--- config.mk ---
export PLATFORM = sky130hd
export DESIGN_NAME = isr_dev_end_flat
export DESIGN_NICKNAME = d
export VERILOG_FILES = /design/src/pkg/isr_pkg.sv /design/src/pkg/isr_link_if.sv /design/src/design/isr_dev_end.sv /design/src/flat_wrapper.sv
export SDC_FILE = /design/constraint.sdc
export NUM_CORES = 1
export LEC_CHECK = 0
export BUFFER_PORTS_ARGS = -buffer_cell sky130_fd_sc_hd__clkbuf_2
export CAP_MARGIN = 25
export CORE_MARGIN = 1.5
export CORE_UTILIZATION = 35
export CTS_BUF_LIST = sky130_fd_sc_hd__clkbuf_8
export CTS_CLUSTER_SIZE = 40
export DETAILED_ROUTE_END_ITERATION = 12
export GPL_TIMING_DRIVEN = 0
export PLACE_DENSITY = 0.52
export SYNTH_ARGS = -nofsm -noshare
export SYNTH_HDL_FRONTEND = slang
export SYNTH_SLANG_ARGS = --single-unit
--- constraint.sdc ---
create_clock -name core_clk_in -period 2.4 [get_ports core_clk_in]
set_input_delay 0.48 -clock core_clk_in [delete_from_list [all_inputs] [get_ports core_clk_in]]
set_output_delay 0.48 -clock core_clk_in [all_outputs]
set_load 0.01 [all_outputs]
--- src/pkg/isr_pkg.sv ---
// shared constants for the inductive sensor register bank and its controller
package isr_pkg;
	localparam int AW = 8;
	localparam int DW = 8;
	// device register offsets
	localparam logic [7:0] A_REV   = 8'h00;
	localparam logic [7:0] A_UPPER = 8'h01;
	localparam logic [7:0] A_LOWER = 8'h02;
	localparam logic [7:0] A_FREQ  = 8'h03;
	localparam logic [7:0] A_CONV  = 8'h04;
	localparam logic [7:0] A_CLOCK = 8'h05;
	localparam logic [7:0] A_THH_L = 8'h06;
	localparam logic [7:0] A_THH_H = 8'h07;
	localparam logic [7:0] A_THL_L = 8'h08;
	localparam logic [7:0] A_THL_H = 8'h09;
	localparam logic [7:0] A_INTP  = 8'h0A;
	localparam logic [7:0] A_POWER = 8'h0B;
	localparam logic [7:0] A_STAT  = 8'h20;
	localparam logic [7:0] A_PRX_L = 8'h21;
	localparam logic [7:0] A_PRX_H = 8'h22;
	localparam logic [7:0] A_CNT_L = 8'h23;
	localparam logic [7:0] A_CNT_M = 8'h24;
	localparam logic [7:0] A_CNT_H = 8'h25;
	// reset values
	localparam logic [7:0] R_UPPER = 8'h0E;
	localparam logic [7:0] R_LOWER = 8'h14;
	localparam logic [7:0] R_FREQ  = 8'h45;
	localparam logic [7:0] R_CONV  = 8'h1B;
	localparam logic [7:0] R_CLOCK = 8'h01;
	localparam logic [7:0] R_THH   = 8'hFF;
	localparam logic [7:0] R_THL   = 8'h00;
	localparam logic [7:0] R_INTP  = 8'h00;
	localparam logic [7:0] R_POWER = 8'h00;
	localparam logic [7:0] ZERO8   = 8'h00;
	// writable bits; reserved bits stay at their zero default
	localparam logic [7:0] M_CONV  = 8'h1F;
	localparam logic [7:0] M_CLOCK = 8'h03;
	localparam logic [7:0] M_INTP  = 8'h07;
	localparam logic [7:0] M_POWER = 8'h01;
	localparam logic [7:0] M_ALL   = 8'hFF;
	// legal code windows for the impedance limits
	localparam logic [7:0] UPPER_MIN = 8'h00;
	localparam logic [7:0] UPPER_MAX = 8'h1F;
	localparam logic [7:0] LOWER_MIN = 8'h20;
	localparam logic [7:0] LOWER_MAX = 8'h3F;
	// field positions
	localparam int B_POWER_MODE_BIT = 0;
	localparam int B_COUNTER_CLOCK_POWERDOWN   = 0;
	localparam int B_CLK_SEL  = 1;
	localparam int B_ST_OSC   = 7;
	localparam int B_ST_DRDY  = 6;
	localparam int B_ST_WAKE  = 5;
	localparam int B_ST_CMP   = 4;
	localparam logic [2:0] INT_MODE_DRDY = 3'h4;
	// controller register offsets
	localparam logic [3:0] H_ADDR = 4'h0;
	localparam logic [3:0] H_CMD  = 4'h1;
	localparam logic [3:0] H_STAT = 4'h2;
	localparam logic [3:0] H_IRQ  = 4'h3;
	localparam logic [3:0] H_MASK = 4'h4;
	localparam int B_CMD_WRITE = 8;
	localparam int NEV     = 3;
	localparam int EV_DONE = 0;
	localparam int EV_REF  = 1;
	localparam int EV_PIN  = 2;
	typedef enum logic [1:0] {ISR_IDLE, ISR_REQ, ISR_WAIT} isr_state_t;
endpackage

--- src/pkg/isr_link_if.sv ---
// register access link between controller and sensor register bank
`timescale 1ns/1ns
interface isr_link_if;
	logic                    req_valid;
	logic                    req_write;
	logic [isr_pkg::AW-1:0]  req_addr;
	logic [isr_pkg::DW-1:0]  req_wdata;
	logic                    rsp_valid;
	logic [isr_pkg::DW-1:0]  rsp_rdata;
	logic                    interrupt_pin_n;
	modport dev  (input req_valid, req_write, req_addr, req_wdata, output rsp_valid, rsp_rdata, interrupt_pin_n);
	modport host (output req_valid, req_write, req_addr, req_wdata, input rsp_valid, rsp_rdata, interrupt_pin_n);
endinterface

--- src/design/isr_dev_end.sv ---
// sensor register bank end: configuration, thresholds and result registers
// Summary of operation
// - upper limit register at 0x01, resets 0x0E
// - host writes upper limit codes 0x00..0x1F only
// - lower limit register at 0x02, resets 0x14
// - host writes lower limit codes 0x20..0x3F only
// - host must load lower limit after power-up
// - power mode set locks registers 0x01..0x05
// - host writes reserved bits as defaults
// - fixed revision byte read at 0x00
//
// The strobed register port was left to the implementer.
`timescale 1ns/1ns
module isr_dev_end #(
	parameter logic [7:0] REVISION = 8'h5A // arbitrary value
) (
	input  wire logic        core_clk_in,
	input  wire logic        rst_n_in,
	isr_link_if.dev          link,
	input  wire logic        result_valid_in,
	input  wire logic [15:0] proximity_in,
	input  wire logic [23:0] freq_count_in,
	input  wire logic        osc_dead_in,
	input  wire logic        wake_in,
	input  wire logic        comparator_in,
	output logic      [7:0]  impedance_upper_limit_out,
	output logic      [7:0]  impedance_lower_limit_out,
	output logic      [7:0]  sensor_frequency_out,
	output logic      [7:0]  converter_config_out,
	output logic             counter_clock_select_out,
	output logic             counter_clock_powerdown_out,
	output logic      [15:0] threshold_high_out,
	output logic      [15:0] threshold_low_out,
	output logic      [2:0]  interrupt_pin_mode_out,
	output logic             power_mode_bit_out
);
	import isr_pkg::*;

	logic [7:0]  upper;
	logic [7:0]  lower;
	logic [7:0]  freq_set;
	logic [7:0]  conv;
	logic [7:0]  clock_cfg;
	logic [7:0]  thh_buf;
	logic [7:0]  thl_buf;
	logic [15:0] thh;
	logic [15:0] thl;
	logic [7:0]  intp;
	logic [7:0]  power;
	logic [15:0] prox;
	logic [23:0] count;
	logic [3:0]  flags;
	logic        data_pending;
	logic        wr;
	logic        rd;
	logic        locked;
	logic [7:0]  next_rdata;
	logic [7:0]  status_byte;

	assign wr = link.req_valid && link.req_write;
	assign rd = link.req_valid && !link.req_write;

	// while awake the analog front end depends on these, so they are frozen
	assign locked = power[B_POWER_MODE_BIT] && link.req_addr >= A_UPPER && link.req_addr <= A_CLOCK;

	////////////////////////////////////////////////////////////////////////
	// configuration registers

	always_ff @(posedge core_clk_in or negedge rst_n_in) begin
		if (!rst_n_in)
			upper <= R_UPPER;
		else if (wr && !locked && link.req_addr == A_UPPER)
			upper <= link.req_wdata;
	end

	always_ff @(posedge core_clk_in or negedge rst_n_in) begin
		if (!rst_n_in)
			lower <= R_LOWER;
		else if (wr && !locked && link.req_addr == A_LOWER)
			lower <= link.req_wdata;
	end

	always_ff @(posedge core_clk_in or negedge rst_n_in) begin
		if (!rst_n_in)
			freq_set <= R_FREQ;
		else if (wr && !locked && link.req_addr == A_FREQ)
			freq_set <= link.req_wdata;
	end

	always_ff @(posedge core_clk_in or negedge rst_n_in) begin
		if (!rst_n_in)
			conv <= R_CONV;
		else if (wr && !locked && link.req_addr == A_CONV)
			conv <= link.req_wdata & M_CONV;
	end

	always_ff @(posedge core_clk_in or negedge rst_n_in) begin
		if (!rst_n_in)
			clock_cfg <= R_CLOCK;
		else if (wr && !locked && link.req_addr == A_CLOCK)
			clock_cfg <= link.req_wdata & M_CLOCK;
	end

	always_ff @(posedge core_clk_in or negedge rst_n_in) begin
		if (!rst_n_in) begin
			intp  <= R_INTP;
			power <= R_POWER;
		end else if (wr && link.req_addr == A_INTP) begin
			intp <= link.req_wdata & M_INTP;
		end else if (wr && link.req_addr == A_POWER) begin
			power <= link.req_wdata & M_POWER;
		end
	end

	////////////////////////////////////////////////////////////////////////
	// thresholds: low byte is staged, high byte write commits both halves
	// so the comparator never sees a half-updated value

	always_ff @(posedge core_clk_in or negedge rst_n_in) begin
		if (!rst_n_in) begin
			thh_buf <= R_THH;
			thh     <= {R_THH, R_THH};
		end else if (wr && link.req_addr == A_THH_L) begin
			thh_buf <= link.req_wdata;
		end else if (wr && link.req_addr == A_THH_H) begin
			thh <= {link.req_wdata, thh_buf};
		end
	end

	always_ff @(posedge core_clk_in or negedge rst_n_in) begin
		if (!rst_n_in) begin
			thl_buf <= R_THL;
			thl     <= {R_THL, R_THL};
		end else if (wr && link.req_addr == A_THL_L) begin
			thl_buf <= link.req_wdata;
		end else if (wr && link.req_addr == A_THL_H) begin
			thl <= {link.req_wdata, thl_buf};
		end
	end

	////////////////////////////////////////////////////////////////////////
	// conversion results; the link never writes these

	always_ff @(posedge core_clk_in or negedge rst_n_in) begin
		if (!rst_n_in) begin
			prox  <= '0;
			count <= '0;
			flags <= '0;
		end else if (result_valid_in) begin
			prox  <= proximity_in;
			count <= freq_count_in;
			flags <= {osc_dead_in, 1'b0, wake_in, comparator_in};
		end
	end

	// new data stays flagged until the proximity low byte is read;
	// a result arriving in that same cycle keeps the flag up
	always_ff @(posedge core_clk_in or negedge rst_n_in) begin
		if (!rst_n_in)
			data_pending <= 1'b0;
		else if (result_valid_in)
			data_pending <= 1'b1;
		else if (rd && link.req_addr == A_PRX_L)
			data_pending <= 1'b0;
	end

	always_comb begin
		status_byte            = ZERO8;
		status_byte[B_ST_OSC]  = flags[3];
		status_byte[B_ST_DRDY] = !data_pending;
		status_byte[B_ST_WAKE] = flags[1];
		status_byte[B_ST_CMP]  = flags[0];
	end

	////////////////////////////////////////////////////////////////////////
	// read path

	always_comb begin
		if (link.req_addr == A_REV)
			next_rdata = REVISION;
		else if (link.req_addr == A_UPPER)
			next_rdata = upper;
		else if (link.req_addr == A_LOWER)
			next_rdata = lower;
		else if (link.req_addr == A_FREQ)
			next_rdata = freq_set;
		else if (link.req_addr == A_CONV)
			next_rdata = conv;
		else if (link.req_addr == A_CLOCK)
			next_rdata = clock_cfg;
		else if (link.req_addr == A_THH_L)
			next_rdata = thh[7:0];
		else if (link.req_addr == A_THH_H)
			next_rdata = thh[15:8];
		else if (link.req_addr == A_THL_L)
			next_rdata = thl[7:0];
		else if (link.req_addr == A_THL_H)
			next_rdata = thl[15:8];
		else if (link.req_addr == A_INTP)
			next_rdata = intp;
		else if (link.req_addr == A_POWER)
			next_rdata = power;
		else if (link.req_addr == A_STAT)
			next_rdata = status_byte;
		else if (link.req_addr == A_PRX_L)
			next_rdata = prox[7:0];
		else if (link.req_addr == A_PRX_H)
			next_rdata = prox[15:8];
		else if (link.req_addr == A_CNT_L)
			next_rdata = count[7:0];
		else if (link.req_addr == A_CNT_M)
			next_rdata = count[15:8];
		else if (link.req_addr == A_CNT_H)
			next_rdata = count[23:16];
		else
			next_rdata = ZERO8;
	end

	// every request, read or write, is answered in the following cycle
	always_ff @(posedge core_clk_in or negedge rst_n_in) begin
		if (!rst_n_in) begin
			link.rsp_valid <= 1'b0;
			link.rsp_rdata <= ZERO8;
		end else begin
			link.rsp_valid <= link.req_valid;
			link.rsp_rdata <= rd ? next_rdata : ZERO8;
		end
	end

	always_ff @(posedge core_clk_in or negedge rst_n_in) begin
		if (!rst_n_in)
			link.interrupt_pin_n <= 1'b1;
		else
			link.interrupt_pin_n <= !(data_pending && intp[2:0] == INT_MODE_DRDY);
	end

	////////////////////////////////////////////////////////////////////////
	// user-side configuration outputs

	assign impedance_upper_limit_out   = upper;
	assign impedance_lower_limit_out   = lower;
	assign sensor_frequency_out        = freq_set;
	assign converter_config_out        = conv;
	assign counter_clock_select_out    = clock_cfg[B_CLK_SEL];
	assign counter_clock_powerdown_out = clock_cfg[B_COUNTER_CLOCK_POWERDOWN];
	assign threshold_high_out          = thh;
	assign threshold_low_out           = thl;
	assign interrupt_pin_mode_out      = intp[2:0];
	assign power_mode_bit_out          = power[B_POWER_MODE_BIT];
endmodule

--- src/flat_wrapper.sv ---
// flat-port wrapper written by rule: the top's interface ports become plain ports
module isr_dev_end_flat import isr_pkg::*;
#(
	parameter logic [7:0] REVISION = 8'h5A                   
)
  (core_clk_in, rst_n_in, result_valid_in, proximity_in, freq_count_in, osc_dead_in, wake_in, comparator_in, impedance_upper_limit_out, impedance_lower_limit_out, sensor_frequency_out, converter_config_out, counter_clock_select_out, counter_clock_powerdown_out, threshold_high_out, threshold_low_out, interrupt_pin_mode_out, power_mode_bit_out, link_req_valid, link_req_write, link_req_addr, link_req_wdata, link_rsp_valid, link_rsp_rdata, link_interrupt_pin_n);
  isr_link_if link_i ();
  input  wire logic core_clk_in;
  input  wire logic rst_n_in;
  input  wire logic result_valid_in;
  input  wire logic [15:0] proximity_in;
  input  wire logic [23:0] freq_count_in;
  input  wire logic osc_dead_in;
  input  wire logic wake_in;
  input  wire logic comparator_in;
  output logic      [7:0] impedance_upper_limit_out;
  output logic      [7:0] impedance_lower_limit_out;
  output logic      [7:0] sensor_frequency_out;
  output logic      [7:0] converter_config_out;
  output logic counter_clock_select_out;
  output logic counter_clock_powerdown_out;
  output logic      [15:0] threshold_high_out;
  output logic      [15:0] threshold_low_out;
  output logic      [2:0] interrupt_pin_mode_out;
  output logic power_mode_bit_out;
  input wire logic [$bits(link_i.req_valid)-1:0] link_req_valid;
  input wire logic [$bits(link_i.req_write)-1:0] link_req_write;
  input wire logic [$bits(link_i.req_addr)-1:0] link_req_addr;
  input wire logic [$bits(link_i.req_wdata)-1:0] link_req_wdata;
  output wire logic [$bits(link_i.rsp_valid)-1:0] link_rsp_valid;
  output wire logic [$bits(link_i.rsp_rdata)-1:0] link_rsp_rdata;
  output wire logic [$bits(link_i.interrupt_pin_n)-1:0] link_interrupt_pin_n;
  assign link_i.req_valid = link_req_valid;
  assign link_i.req_write = link_req_write;
  assign link_i.req_addr = link_req_addr;
  assign link_i.req_wdata = link_req_wdata;
  assign link_rsp_valid = link_i.rsp_valid;
  assign link_rsp_rdata = link_i.rsp_rdata;
  assign link_interrupt_pin_n = link_i.interrupt_pin_n;
  isr_dev_end #(.REVISION(REVISION)) u_core (.core_clk_in(core_clk_in), .rst_n_in(rst_n_in), .link(link_i), .result_valid_in(result_valid_in), .proximity_in(proximity_in), .freq_count_in(freq_count_in), .osc_dead_in(osc_dead_in), .wake_in(wake_in), .comparator_in(comparator_in), .impedance_upper_limit_out(impedance_upper_limit_out), .impedance_lower_limit_out(impedance_lower_limit_out), .sensor_frequency_out(sensor_frequency_out), .converter_config_out(converter_config_out), .counter_clock_select_out(counter_clock_select_out), .counter_clock_powerdown_out(counter_clock_powerdown_out), .threshold_high_out(threshold_high_out), .threshold_low_out(threshold_low_out), .interrupt_pin_mode_out(interrupt_pin_mode_out), .power_mode_bit_out(power_mode_bit_out));
endmodule
==> impl_metrics.ini <==
[place]
gp_congestion = 0.900
io_buffer_count = 136
pre_cts_ws_ns = -0.667
hpwlAfterDp_mm = 16.1
dpl_cell_area_sq_um = 7560
dp.cells = 902

[setup_path]
rr_startpoint = u_core.power[0]
path_cells = clkbuf_2 > nor4_4 > nand2_1 > a2111oi_4 > nand3_2 > mux2_2
required_ns = 2.73
slowest_delay_ns = 0.49
crit_start = link_req_addr[7]
crit_family = simple AND/OR/NAND/NOR gates
worstSetupStartpointType = primary input
worstPathMaxFanout = 8
crit_slowest_cell = a2111oi_4
crit_buf_inv = 1
arrival_ns = 2.60
path_class = in -> reg
end_kind = flop

[final_layout]
final_nets = 757
utilization = 0.439
layout_common_cells = clkbuf_2, mux2_2, dfrtp_1
areaGrowthSynthToFinish_pct = 21.7
mostFrequentLayoutCell = clkbuf_2
antennaDiodeCount = 0
layout.cells.non_filler = 935
drive_above_1_share = 0.514
design_area_sq_um = 7970

[grt]
grt_pass1_vias = 5377
grt_pass1_wl_mm = 33.2
grt_antenna_before_repair = 0
grt_usage = 0.229
overflow = 0
grt_start_max_net_pins = 87

[floorplanning]
rows = 49
die_w_microns = 140
core-area_sq_um = 18100
ios = 144
die_area_sq_um = 19500
start_util = 0.361
fp.dieH_microns = 140

[logic_synthesis]
synth.cell_area_sq_um = 6550
synth_edf_count = 0
synth_sequential_area_ratio = 0.531
synth.yosys.warnings = 0
async_reset_ff_frac = 1.00
synth_cell_types = 61
syn_avg_cell_area_sq_um = 12.3
synth_ff_type = dfrtp_1
syn_inst = 534
synth_seq_cells = 137

[job]
cap_violations = 0

[detailed_routing]
wl_mm = 21.7
viasPerCell = 5.41
num_vias = 5062
dr.pass1.iters = 9
antenna_left = 0
avgRoutedWirePerCell_microns = 23.2
dr.first_iter.drc_count = 449
drc_errors = 9

[run_status]
violations = design-rule violations
status = complete, but fails checks

[cts]
cts_buffers = 17
clock-root-buffer = clkbuf_8
cts_tree = yes
clk_pin_slew_ns = 0.07
postCtsSetupBuffers = 0
htree_levels = 4
cts.sinks = 137
insertion_delay_ns = 0.45
clk_path_buf_depth = 2

[timing]
finalHoldViolCount = 0
worst_pin_slew_ns = 0.702
drv_slew = 0
max_freq_ghz = 0.441
skew_ns = 0.00849
timing.setup.tns_ns = 0
period_needed_ns = 2.27
rsz0062_at_grt = no
finalCritPeriodShare = 0.944
fin_ws_ns = 0.134
max-slew-margin-rel = 0.531
setup_viol = 0

[hold_path]
hp-start = link_req_valid
worstHoldPathType = in -> reg

[power_and_ir_drop]
peakVddDrop_mv = 0.317
power.density_nw_per_um2 = 620
p_leak_nw = 3.69
[power breakdown]
| group | internal (W) | switching [W] | total (W) | leakage, nW |
|---|---|---|---|---|
| combinational | 0.000224 | 0.000315 | 0.000539 | 1.81 |
| clock | 0.00103 | 0.000877 | 0.00190 | 0.218 |
| sequential | 0.00243 | 0.0000744 | 0.00250 | 1.67 |
[flip-flops by register name, summed over array words and instances, names as in the netlist, 8 cells and up]
| signal | count |
|---|---|
| u_core.count | 24 |
| u_core.prox | 16 |
| u_core.threshold_high_out | 16 |
| u_core.threshold_low_out | 16 |
| u_core.impedance_lower_limit_out | 8 |
| u_core.impedance_upper_limit_out | 8 |
| u_core.link.rsp_rdata | 8 |
| u_core.sensor_frequency_out | 8 |
| u_core.thh_buf | 8 |
| u_core.thl_buf | 8 |
[synth_stat cells, types with 3 or more instances]
cell type | count | area, sq um
a211oi_1 | 4 | 30.0
a21o_1 | 4 | 30.0
a21oi_1 | 23 | 115
a221oi_1 | 6 | 52.6
a22o_1 | 5 | 43.8
a31oi_1 | 3 | 18.8
buf_1 | 5 | 18.8
buf_2 | 9 | 45.0
buf_4 | 3 | 22.5
clkbuf_1 | 16 | 60.1
dfrtp_1 | 99 | 2480
dfstp_2 | 38 | 998
inv_1 | 8 | 30.0
mux2_2 | 127 | 1430
mux2i_1 | 8 | 80.1
nand2_1 | 23 | 86.3
nand2b_1 | 10 | 62.6
nand3_1 | 14 | 70.1
nand3_2 | 3 | 30.0
nand4_1 | 3 | 18.8
nor2_1 | 18 | 67.6
nor2b_1 | 7 | 43.8
nor3_1 | 5 | 25.0
o21ai_0 | 34 | 170
o22ai_1 | 11 | 68.8
o31ai_1 | 4 | 30.0
[final timing paths]
check,to,slack [ns],cells after the start
max in group asynchronous,u_core.threshold_high_out[13],1.04,3
min reg2reg,u_core.link.interrupt_pin_n,0.46,1
max,u_core.sensor_frequency_out[7],0.13,6
min,u_core.link.rsp_valid,0.26,1
min in group asynchronous,u_core.prox[1],0.54,2
max reg2reg,u_core.sensor_frequency_out[7],0.64,3
[layer usage]
metal / vias to the layer above / wire length, microns / track usage / part of all wire
met5: - / 0 / 0 / 0
met4: 0 / 299 / 0.0648 / 0.014
met2: 163 / 10300 / 0.365 / 0.47
li1: 2284 / - / - / -
met1: 2592 / 10000 / 0.318 / 0.46
met3: 23 / 1080 / 0.0454 / 0.050
[cell families (layout without fill, tap and decap cells)]
logic type      count (synthesis)  count (layout)  synth area share
mux                           136             136             0.234
compound gates                116             116             0.118
buf+inv                        43             213            0.0304
simple gates                  101             101            0.0860
other cells                     1               3          0.000573
flops                         137             137             0.531
[layout make-up]
class / instances / area [sq um]
Buffer: 34 / 166
Clock buffer: 18 / 248
Clock inverter: 14 / 141
Fill cell: 1737 / 10200
Inverter: 8 / 30.0
Multi-Input combinational cell: 356 / 2890
Sequential cell: 137 / 3480
Tap cell: 229 / 287
Timing Repair Buffer: 139 / 732
[timing repair]
item                       4_1_cts  5_1_grt
setup endpoints to repair        2        9
resized for setup                0        3
hold endpoints to repair        24        0
hold buffers                     1        0
[per-stage QoR]
step                      power [W]  hold slack (ns)
after CTS                   0.00499            0.211
after global routing        0.00515            0.221
after detailed placement    0.00308            0.459
final                       0.00494            0.255
after global placement      0.00306            0.455
after floorplan             0.00280            0.184
No activity file was read; power rests on OpenSTA's default activity.
